--- config.mk ---
export PLATFORM = sky130hd
export DESIGN_NAME = spi_controller_config_core
export DESIGN_NICKNAME = d
export VERILOG_FILES = /design/src/spi_cfg_pkg.sv /design/src/spi_controller_config_core.sv /design/src/spi_word_mem.sv
export SDC_FILE = /design/constraint.sdc
export NUM_CORES = 1
export LEC_CHECK = 0
export BUFFER_PORTS_ARGS = -buffer_cell sky130_fd_sc_hd__buf_2
export CAP_MARGIN = 20
export CORE_MARGIN = 2
export CORE_UTILIZATION = 35
export DETAILED_ROUTE_END_ITERATION = 16
export PLACE_DENSITY_LB_ADDON = 0.08
export SYNTH_ARGS = -nofsm -noshare
export SYNTH_HDL_FRONTEND = slang
export SYNTH_SLANG_ARGS = --single-unit
--- constraint.sdc ---
create_clock -name clock -period 5.65 [get_ports clock]
set_input_delay 1.13 -clock clock [delete_from_list [all_inputs] [get_ports clock]]
set_output_delay 1.13 -clock clock [all_outputs]
set_load 0.01 [all_outputs]
--- src/spi_cfg_pkg.sv ---
// Register map, field layout, reset values and engine states of the serial port
package spi_cfg_pkg;

	// ==========================================================
	// Register byte offsets
	localparam logic [7:0] OFS_MAIN = 8'h00;
	localparam logic [7:0] OFS_SHAPE = 8'h04;
	localparam logic [7:0] OFS_DIV = 8'h08;
	localparam logic [7:0] OFS_STAT = 8'h0c;
	localparam logic [7:0] OFS_DATA = 8'h1c;

	// ==========================================================
	// Field positions in serial_control_main
	localparam int POS_SEL_OFF = 18;
	localparam int POS_RXTH = 15;
	localparam int POS_TXTH = 12;
	localparam int POS_LEN = 8;
	localparam int POS_FLUSH = 6;
	localparam int POS_FORMAT = 4;
	localparam int POS_ROLE = 3;
	localparam int POS_MISO_OFF = 2;
	localparam int POS_LOOP = 1;
	localparam int POS_EN = 0;

	// Field positions in serial_clock_shape
	localparam int POS_CPHA = 2;
	localparam int POS_CPOL = 1;
	localparam int POS_ORDER = 0;

	// ==========================================================
	// Reset values and codes
	localparam logic RST_SEL_OFF = 1'b1;
	localparam logic [2:0] RST_TH = 3'h0;
	localparam logic [3:0] RST_LEN = 4'hf;
	localparam logic [7:0] RST_DIV = 8'h00;
	localparam logic [1:0] FLUSH_GO = 2'h3;
	localparam logic [3:0] FIFO_DEPTH = 4'h8;

	// ==========================================================
	// Serial engine states
	typedef enum logic [3:0] {
		ST_IDLE = 4'b0001,
		ST_LOAD = 4'b0010,
		ST_SHIFT = 4'b0100,
		ST_TAIL = 4'b1000
	} eng_state_t;

endpackage

--- src/spi_controller_config_core.sv ---
// Serial port controller: AHB-Lite registers, two frame FIFOs and the shift engine
`timescale 1ns/1ps
module spi_controller_config_core (
	input wire logic clock,
	input wire logic rst_b,
	input wire logic hsel,
	input wire logic [31:0] haddr,
	input wire logic [1:0] htrans,
	input wire logic hwrite,
	input wire logic [2:0] hsize,
	input wire logic [31:0] hwdata,
	input wire logic hready,
	output logic hreadyout,
	output logic [31:0] hrdata,
	output logic hresp,
	input wire logic sck_in,
	output logic sck_out,
	output logic sck_oe_b,
	input wire logic slave_select_pin_in,
	output logic slave_select_pin_out,
	output logic slave_select_pin_oe_b,
	input wire logic mosi_in,
	output logic mosi_out,
	output logic mosi_oe_b,
	input wire logic miso_in,
	output logic miso_out,
	output logic miso_oe_b
);
	import spi_cfg_pkg::*;

	// ==========================================================
	// Helpers

	// Bit position of the idx-th bit on the wire
	function automatic logic [3:0] bit_pos(input logic [3:0] idx, input logic [3:0] last, input logic lsb);
		bit_pos = lsb ? idx : 4'(last - idx);
	endfunction

	// ==========================================================
	// Declarations

	// Configuration
	logic port_enable_r;
	logic internal_return_path_r;
	logic slave_output_disable_r;
	logic role_select_r;
	logic format_r;
	logic auto_select_disable_r;
	logic flush_r;
	logic [3:0] frame_length_code_r;
	logic [2:0] rx_fill_threshold_r;
	logic [2:0] tx_fill_threshold_r;
	logic cpha_r;
	logic cpol_r;
	logic bit_order_select_r;
	logic [7:0] div_r;

	// Bus slave
	logic wr_pend_r;
	logic rd_pend_r;
	logic rd_done_r;
	logic [7:0] addr_r;
	logic [31:0] rdata_r;

	// FIFOs
	logic [2:0] tx_wp_r;
	logic [2:0] tx_rp_r;
	logic [3:0] tx_cnt_r;
	logic [2:0] rx_wp_r;
	logic [2:0] rx_rp_r;
	logic [3:0] rx_cnt_r;
	logic [15:0] tx_q;
	logic [15:0] rx_q;

	// Engine
	eng_state_t state_r;
	logic [7:0] div_cnt_r;
	logic [4:0] edge_cnt_r;
	logic sck_r;
	logic sel_r;
	logic out_r;
	logic sck_q_r;
	logic [15:0] tx_word_r;
	logic [15:0] rx_word_r;
	logic [3:0] tx_idx_r;
	logic [3:0] rx_idx_r;

	// ==========================================================
	// Bus decode

	wire a_phase = hsel & htrans[1] & hready;
	wire rd_cap = rd_pend_r & ~rd_done_r;
	wire wr_main = wr_pend_r & (addr_r == OFS_MAIN);
	wire wr_shape = wr_pend_r & (addr_r == OFS_SHAPE);
	wire wr_div = wr_pend_r & (addr_r == OFS_DIV);
	wire wr_data = wr_pend_r & (addr_r == OFS_DATA);
	wire rd_data = rd_cap & (addr_r == OFS_DATA);

	// ==========================================================
	// Role and FIFO state

	// Only the four-wire format runs; the reserved code keeps the port quiet
	wire active = port_enable_r & ~format_r;
	wire master = active & ~role_select_r;
	wire slave = active & role_select_r;
	wire tx_empty = (tx_cnt_r == 4'h0);
	wire tx_full = (tx_cnt_r == FIFO_DEPTH);
	wire rx_empty = (rx_cnt_r == 4'h0);
	wire rx_full = (rx_cnt_r == FIFO_DEPTH);
	wire tx_thf = (tx_cnt_r <= {1'b0, tx_fill_threshold_r});
	wire rx_thf = (rx_cnt_r > {1'b0, rx_fill_threshold_r});
	wire busy = (state_r != ST_IDLE);

	// ==========================================================
	// Read mux

	// Flush field is write-only and always reads zero
	wire [31:0] main_rd = {13'h0, auto_select_disable_r, rx_fill_threshold_r, tx_fill_threshold_r,
		frame_length_code_r, 2'b00, 1'b0, format_r, role_select_r, slave_output_disable_r,
		internal_return_path_r, port_enable_r};
	wire [31:0] stat_rd = {25'h0, rx_thf, tx_thf, busy, rx_full, rx_empty, tx_full, tx_empty};
	wire [31:0] rd_mux = (addr_r == OFS_MAIN) ? main_rd :
		(addr_r == OFS_SHAPE) ? {29'h0, cpha_r, cpol_r, bit_order_select_r} :
		(addr_r == OFS_DIV) ? {24'h0, div_r} :
		(addr_r == OFS_STAT) ? stat_rd :
		(addr_r == OFS_DATA) ? {16'h0, rx_empty ? 16'h0 : rx_q} : 32'h0;

	// ==========================================================
	// Engine events

	wire m_tick = (div_cnt_r == div_r);
	wire m_edge = master & (state_r == ST_SHIFT) & m_tick;
	wire m_lead = m_edge & (sck_r == cpol_r);
	wire m_trail = m_edge & (sck_r != cpol_r);
	// Slave sees only the outside clock, and only while selected
	wire s_edge = slave & (state_r == ST_SHIFT) & (sck_in != sck_q_r) & ~slave_select_pin_in;
	wire s_lead = s_edge & (sck_in != cpol_r);
	wire s_trail = s_edge & (sck_in == cpol_r);
	wire lead = m_lead | s_lead;
	wire trail = m_trail | s_trail;
	wire cap = cpha_r ? trail : lead;
	wire shf = cpha_r ? lead : trail;
	wire in_bit = internal_return_path_r ? out_r : (role_select_r ? mosi_in : miso_in);
	wire [3:0] rx_pos = bit_pos(rx_idx_r, frame_length_code_r, bit_order_select_r);
	wire [3:0] tx_pos = bit_pos(tx_idx_r, frame_length_code_r, bit_order_select_r);
	wire [15:0] rx_fill = rx_word_r | (16'(in_bit) << rx_pos);
	wire done = cap & (rx_idx_r == frame_length_code_r);
	wire m_last = m_edge & (edge_cnt_r == {frame_length_code_r, 1'b1});
	// A full receive FIFO drops the new frame
	wire rx_push = done & ~rx_full;
	wire rx_pop = rd_data & ~rx_empty;
	wire tx_push = wr_data & ~tx_full;
	wire slave_start = slave & ~slave_select_pin_in & ((state_r == ST_IDLE) | done);
	wire frame_start = ((state_r == ST_LOAD) & master) | slave_start;
	wire tx_pop = frame_start & ~tx_empty;
	// Empty FIFO at a slave frame sends zeros
	wire [15:0] start_word = tx_empty ? 16'h0 : tx_q;
	wire [3:0] first_pos = bit_pos(4'h0, frame_length_code_r, bit_order_select_r);

	// ==========================================================
	// AHB-Lite slave: writes take no wait, reads one wait state

	always_ff @(posedge clock) begin
		if (!rst_b) begin
			wr_pend_r <= 1'b0;
			rd_pend_r <= 1'b0;
			rd_done_r <= 1'b0;
			addr_r <= 8'h00;
			rdata_r <= 32'h0;
		end else begin
			if (a_phase) begin
				wr_pend_r <= hwrite;
				rd_pend_r <= ~hwrite;
				addr_r <= haddr[7:0];
			end else if (hreadyout) begin
				wr_pend_r <= 1'b0;
				rd_pend_r <= 1'b0;
			end
			rd_done_r <= rd_cap;
			if (rd_cap) begin
				rdata_r <= rd_mux;
			end
		end
	end

	assign hreadyout = ~rd_cap;
	assign hrdata = rdata_r;
	assign hresp = 1'b0;

	// ==========================================================
	// Configuration registers

	always_ff @(posedge clock) begin
		if (!rst_b) begin
			auto_select_disable_r <= RST_SEL_OFF;
			rx_fill_threshold_r <= RST_TH;
			tx_fill_threshold_r <= RST_TH;
			frame_length_code_r <= RST_LEN;
			format_r <= 1'b0;
			role_select_r <= 1'b0;
			slave_output_disable_r <= 1'b0;
			internal_return_path_r <= 1'b0;
			port_enable_r <= 1'b0;
		end else if (wr_main) begin
			auto_select_disable_r <= hwdata[POS_SEL_OFF];
			rx_fill_threshold_r <= hwdata[POS_RXTH +: 3];
			tx_fill_threshold_r <= hwdata[POS_TXTH +: 3];
			frame_length_code_r <= hwdata[POS_LEN +: 4];
			format_r <= hwdata[POS_FORMAT];
			role_select_r <= hwdata[POS_ROLE];
			slave_output_disable_r <= hwdata[POS_MISO_OFF];
			internal_return_path_r <= hwdata[POS_LOOP];
			port_enable_r <= hwdata[POS_EN];
		end
	end

	// Flush lasts one cycle and clears itself; other codes do nothing
	always_ff @(posedge clock) begin
		if (!rst_b) begin
			flush_r <= 1'b0;
		end else begin
			flush_r <= wr_main & (hwdata[POS_FLUSH +: 2] == FLUSH_GO);
		end
	end

	// Clock shape and divisor
	always_ff @(posedge clock) begin
		if (!rst_b) begin
			cpha_r <= 1'b0;
			cpol_r <= 1'b0;
			bit_order_select_r <= 1'b0;
			div_r <= RST_DIV;
		end else begin
			if (wr_shape) begin
				cpha_r <= hwdata[POS_CPHA];
				cpol_r <= hwdata[POS_CPOL];
				bit_order_select_r <= hwdata[POS_ORDER];
			end
			if (wr_div) begin
				div_r <= hwdata[7:0];
			end
		end
	end

	// ==========================================================
	// FIFO pointers; flush empties both

	always_ff @(posedge clock) begin
		if (!rst_b || flush_r) begin
			tx_wp_r <= 3'h0;
			tx_rp_r <= 3'h0;
			tx_cnt_r <= 4'h0;
			rx_wp_r <= 3'h0;
			rx_rp_r <= 3'h0;
			rx_cnt_r <= 4'h0;
		end else begin
			tx_wp_r <= tx_wp_r + {2'b00, tx_push};
			tx_rp_r <= tx_rp_r + {2'b00, tx_pop};
			tx_cnt_r <= tx_cnt_r + {3'h0, tx_push} - {3'h0, tx_pop};
			rx_wp_r <= rx_wp_r + {2'b00, rx_push};
			rx_rp_r <= rx_rp_r + {2'b00, rx_pop};
			rx_cnt_r <= rx_cnt_r + {3'h0, rx_push} - {3'h0, rx_pop};
		end
	end

	// Transmit and receive frame stores
	spi_word_mem tx_mem (
		.clock(clock),
		.wr_en(tx_push),
		.wr_addr(tx_wp_r),
		.wr_data(hwdata[15:0]),
		.rd_addr(tx_rp_r),
		.rd_data(tx_q)
	);

	spi_word_mem rx_mem (
		.clock(clock),
		.wr_en(rx_push),
		.wr_addr(rx_wp_r),
		.wr_data(rx_fill),
		.rd_addr(rx_rp_r),
		.rd_data(rx_q)
	);

	// ==========================================================
	// Engine state machine

	// Dropping enable or a flush aborts any frame in flight
	always_ff @(posedge clock) begin
		if (!rst_b || flush_r || !active) begin
			state_r <= ST_IDLE;
		end else begin
			case (state_r)
				ST_IDLE: begin
					if (master && !tx_empty) begin
						state_r <= ST_LOAD;
					end else if (slave_start) begin
						state_r <= ST_SHIFT;
					end
				end
				ST_LOAD: begin
					state_r <= master ? ST_SHIFT : ST_IDLE;
				end
				ST_SHIFT: begin
					if (m_last) begin
						state_r <= ST_TAIL;
					end else if (slave && slave_select_pin_in) begin
						state_r <= ST_IDLE;
					end
				end
				ST_TAIL: begin
					if (m_tick) begin
						state_r <= ST_IDLE;
					end
				end
				default: begin
					state_r <= ST_IDLE;
				end
			endcase
		end
	end

	// ==========================================================
	// Master clock generation: half period is divisor plus one

	always_ff @(posedge clock) begin
		if (!rst_b) begin
			div_cnt_r <= 8'h00;
			edge_cnt_r <= 5'h00;
			sck_r <= 1'b0;
			sel_r <= 1'b1;
		end else begin
			if ((state_r == ST_SHIFT || state_r == ST_TAIL) && !m_tick) begin
				div_cnt_r <= div_cnt_r + 8'h01;
			end else begin
				div_cnt_r <= 8'h00;
			end
			if (state_r != ST_SHIFT) begin
				edge_cnt_r <= 5'h00;
				sck_r <= cpol_r;
			end else if (m_edge) begin
				edge_cnt_r <= edge_cnt_r + 5'h01;
				sck_r <= ~sck_r;
			end
			// Select low from load until the tail half period ends
			sel_r <= ~(master && (state_r == ST_LOAD || state_r == ST_SHIFT || state_r == ST_TAIL));
		end
	end

	// ==========================================================
	// Shift datapath

	// Start of frame overrides the bit steps of the same cycle
	always_ff @(posedge clock) begin
		if (!rst_b || flush_r) begin
			tx_word_r <= 16'h0;
			rx_word_r <= 16'h0;
			tx_idx_r <= 4'h0;
			rx_idx_r <= 4'h0;
			out_r <= 1'b0;
		end else if (frame_start) begin
			tx_word_r <= start_word;
			rx_word_r <= 16'h0;
			rx_idx_r <= 4'h0;
			// Phase 0 puts the first bit out before the first edge
			if (!cpha_r) begin
				out_r <= start_word[first_pos];
				tx_idx_r <= 4'h1;
			end else begin
				tx_idx_r <= 4'h0;
			end
		end else begin
			if (cap) begin
				rx_word_r <= rx_fill;
				rx_idx_r <= rx_idx_r + 4'h1;
			end
			// A shift past the last bit, due on the last edge, is blocked by the index limit, except in 16-bit frames where the index wraps to 0
			if (shf && tx_idx_r <= frame_length_code_r) begin
				out_r <= tx_word_r[tx_pos];
				tx_idx_r <= tx_idx_r + 4'h1;
			end
		end
	end

	// Edge detect reference for the outside clock
	always_ff @(posedge clock) begin
		if (!rst_b) begin
			sck_q_r <= 1'b0;
		end else begin
			sck_q_r <= sck_in;
		end
	end

	// ==========================================================
	// Pins: enables low while driving, switched by role; the select pin also needs auto-select on

	assign sck_out = sck_r;
	assign sck_oe_b = ~master;
	assign mosi_out = out_r;
	assign mosi_oe_b = ~master;
	assign miso_out = slave_output_disable_r ? 1'b0 : out_r;
	assign miso_oe_b = ~slave;
	assign slave_select_pin_out = sel_r;
	// Disabled auto-select leaves the pin to general purpose use
	assign slave_select_pin_oe_b = ~(master & ~auto_select_disable_r);

endmodule

--- src/spi_word_mem.sv ---
// Eight-word frame store with registered read data and write bypass
`timescale 1ns/1ps
module spi_word_mem (
	input wire logic clock,
	input wire logic wr_en,
	input wire logic [2:0] wr_addr,
	input wire logic [15:0] wr_data,
	input wire logic [2:0] rd_addr,
	output logic [15:0] rd_data
);
	logic [15:0] mem [0:7];

	// ==========================================================
	// Storage write
	always_ff @(posedge clock) begin
		if (wr_en) begin
			mem[wr_addr] <= wr_data;
		end
	end

	// Bypass so a word written this cycle is seen at once
	always_ff @(posedge clock) begin
		rd_data <= (wr_en && wr_addr == rd_addr) ? wr_data : mem[rd_addr];
	end
endmodule

==> key figures <==
Timing
  – Hold Fails Final Rpt: 0
  – Worst Setup Slack, final: 2070 ps
  – Worst-margin pin slew: roughly 950 ps
  – Crit share post-route: 0.633
  – Slew margin rel.: 0.364
  – Final min period: around 3600 ps
  – Slew Viols, Final: 0
  – Max frequency: roughly 0.28 GHz
  – TNS Setup: 0 ps
  – Post-Route Skew: about 20 ps
  – RSZ-0062 raised after global routing: false
  – Final setup fails: 0

Synth
  – Yosys top cell by area: edfxtp_1
  – Ys flop type: edfxtp_1
  – Yosys reg bits: around 400
  – Syn_area_per_cell: about 13 sq um
  – Register area share after synthesis: 0.624
  – Post-synth EDFFs: about 260
  – Synth warn: 0
  – Post-synth ARST share: 0
  – Synth unique cells: between 60 and 70
  – Largest cells by area after synthesis: edfxtp_1, dfxtp_1, mux4_2, mux2i_1, ha_1
  – Synth Instances: ~1.3k
  – Synthesized area: 0.0170 sq mm
  – Post-synth top area share: 0.453

Setup path
  – Worst path bufs/invs: 4
  – Maximum fanout along the worst path: 21
  – Most used cell, CP: buf_4
  – Slowest stage delay, CP: between 500 and 600 ps
  – CP Cell Sequence: buf_2 > nor4bb_1 > and3_1 > o32a_1 > buf_4 > nand3_1 > inv_2 > nand2b_1 > nor2_1 > buf_4
  – CP max stage cell: nor4bb_1
  – Required time of the worst setup path: a little under 6000 ps
  – Critical path endpoint category: flip-flop
  – Setup Crit Path Kind: input pin to flip-flop
  – Startpoint type of the worst setup path: input pin
  – Critical path arrival: 3840 ps
  – Crit path max-delay family: simple AND/OR/NAND/NOR gates

GRT
  – Congestion Overflow GR: 0
  – First-pass GRT wire length: between 60 and 70 mm
  – Total GRT Usage: 0.180
  – Vias in the first global route: between 10k and 15k
  – Initial antenna violation count: 0
  – Largest net degree at the start of global routing: 53

CTS
  – CTS tree: done
  – TritonCTS buffer count: 46
  – Clock tree sinks: roughly 400
  – Max clock buf depth: 3
  – Clock-pin slew on the worst setup and hold paths: 60 ps
  – Clk root buf: clkbuf_16
  – Cts hold-fix bufs: 0
  – PostCTS Resize Cnt: 0
  – H-tree depth: 2
  – Worst-Skew Late Latency: 580 ps
  – Post-CTS Setup Bufs: 0

Hold path
  – Worst Hold Class: flip-flop to flip-flop

Floorplan
  – Starting density of the core: 0.355
  – Area of the core: 0.0478 sq mm
  – Die Area: 0.0503 sq mm
  – Chip height: between 200 and 250 um
  – Io pins: 120
  – Die Wd: roughly 220 um
  – # rows: 80

Detailed routing
  – Vias: between 10k and 15k
  – DRT Wirelength: 44.1 mm
  – Residual DRC: 0
  – Wire per inst: roughly 22 um
  – Avg Vias per Cell: 5.12
  – Router iterations before antenna repair: 5
  – Initial drt markers: about 740
  – ANT nets after route: 0

Finish
  – Layout area overhead: 15.9%
  – Layout cell share with drive strength beyond 1: 0.188
  – Antenna cells: 0
  – FILL cells: between 4k and 5k
  – Core Util, Final: 0.411
  – Fin nets: 1500
  – Finished Cell Area: 0.0197 sq mm

Power
  – Peak VDD IR: between 0.00015 and 0.0002 V
  – PwrDens: around 320 mW/mm^2
  – Leak: roughly 6.7 nW
  – Overall Power: 6.28 mW

Placement
  – Worst slack, placed: approximately 1400 ps
  – Post-Place Cell Area: approximately 0.018 sq mm
  – I/O Buffers: 64
  – Final Wtd Congestion: between 0.7 and 0.8
  – Hpwl dp: 29.3 mm

Run
  – MaxCap Viol Count: 0

Outcome
  – Status: finished, final reports clean
==> path summary, 6_finish.rpt <==
kind                            slack, ps  depth (start not counted)           startpoint                 to
worst max-delay path                 2070                         10  slave_select_pin_in  rx_mem.mem[4][10]
worst min register to register        350                          0           rx_rp_r[0]          flip-flop
worst max register to register       2180                          9        role_select_r  rx_mem.mem[4][10]
worst min-delay path                  350                          0           rx_rp_r[0]          flip-flop
==> logic make-up (layout without fill, tap and decap cells) <==
family	after synthesis	after routing	synth area share
flip-flops	401	401	0.624
multiplexers	120	120	0.114
adder cells (fa/ha/maj)	39	39	0.0305
AND/OR/NAND/NOR	373	373	0.104
other	1	14	0.000221
AO/OA/AOI/OAI	195	195	0.0739
buffers and inverters	117	234	0.0308
XOR/XNOR	45	45	0.0232
==> cells in the mapped netlist, types with 3 or more instances <==
master	instances
inv_2	7
a21oi_1	72
xor2_1	18
a211oi_1	3
nor2b_1	14
o2111ai_1	3
nand2_1	115
mux2i_1	58
o22ai_1	5
ha_1	35
buf_2	18
dfxtp_1	145
nor4_1	7
xnor2_1	27
o21ai_0	13
nor2_1	107
fa_1	4
a31oi_1	19
a2bb2oi_1	3
a22oi_1	6
inv_1	34
o21ai_1	7
nand3_1	35
nor3_1	23
a221oi_1	12
o21a_1	5
buf_1	7
or3_1	14
mux2_2	3
nand4_1	8
edfxtp_1	256
and3_1	9
mux4_2	58
buf_4	16
a21o_1	20
nand2b_1	12
clkbuf_1	34
o211ai_1	7
and2_1	12
==> cell type report <==
| class | instances | area (sq um) | area share |
|---|---|---|---|
| clock buffer | 60 | 1280 | 0.0653 |
| clock inverter | 26 | 272 | 0.0138 |
| inverter | 41 | 154 | 0.00782 |
| multi-input combinational | 786 | 5950 | 0.302 |
| sequential | 401 | 10600 | 0.538 |
| tap | 615 | 769 | 0.0391 |
| timing repair buffer | 107 | 663 | 0.0337 |
==> state kept, by name (all words and copies together), names as in the netlist, 5 cells and up, named ones only <==
name / count
addr_r: 8
div_cnt_r: 8
div_r: 8
edge_cnt_r: 5
hrdata: 19
rx_mem.mem: 128
rx_word_r: 16
tx_mem.mem: 128
tx_word_r: 16
==> through the flow <==
stage	std cells	hold WS [ps]
after detailed placement	1947	342
after global routing	2036	358
after CTS	2033	350
final	2036	351
after global placement	1946	338
after floorplan	1304	334
==> report_power, final <==
| part | leakage (nW) | total [mW] | internal (mW) | switching (mW) |
|---|---|---|---|---|
| Sequential | 3.47 | 3.11 | 3.11 | 0.00746 |
| Combinational | 2.51 | 0.132 | 0.0350 | 0.0971 |
| Clock | 0.769 | 3.04 | 1.83 | 1.21 |
| Total | 6.74 | 6.28 | 4.97 | 1.31 |
==> layer usage <==
| metal | vias up | GRT usage | share of wire |
|---|---|---|---|
| li1 | 4970 | - | - |
| met1 | 5228 | 0.243 | 0.45 |
| met2 | 167 | 0.303 | 0.49 |
| met3 | 58 | 0.0247 | 0.035 |
| met4 | 0 | 0.0540 | 0.022 |
| met5 | - | 0 | 0 |
==> cell usage in the layout (no fill, tap or decap), types with 13 or more instances in the layout <==
cell | netlist | routed
o21ai_0 | 13 | 13
nor2b_1 | 14 | 14
buf_2 | 18 | 64
xor2_1 | 18 | 18
a21o_1 | 20 | 20
xnor2_1 | 27 | 27
mux2i_1 | 58 | 58
nor3_1 | 23 | 19
a31oi_1 | 19 | 19
buf_4 | 16 | 42
dfxtp_1 | 145 | 143
nor2_1 | 107 | 105
nand3_1 | 35 | 35
inv_1 | 34 | 34
mux4_2 | 58 | 58
a21oi_1 | 72 | 72
edfxtp_1 | 256 | 256
conb_1 | 1 | 14
clkbuf_16 | 0 | 47
ha_1 | 35 | 35
or3_1 | 14 | 14
nand2_1 | 115 | 115
Note: power is estimated with default switching activity, not from simulation.
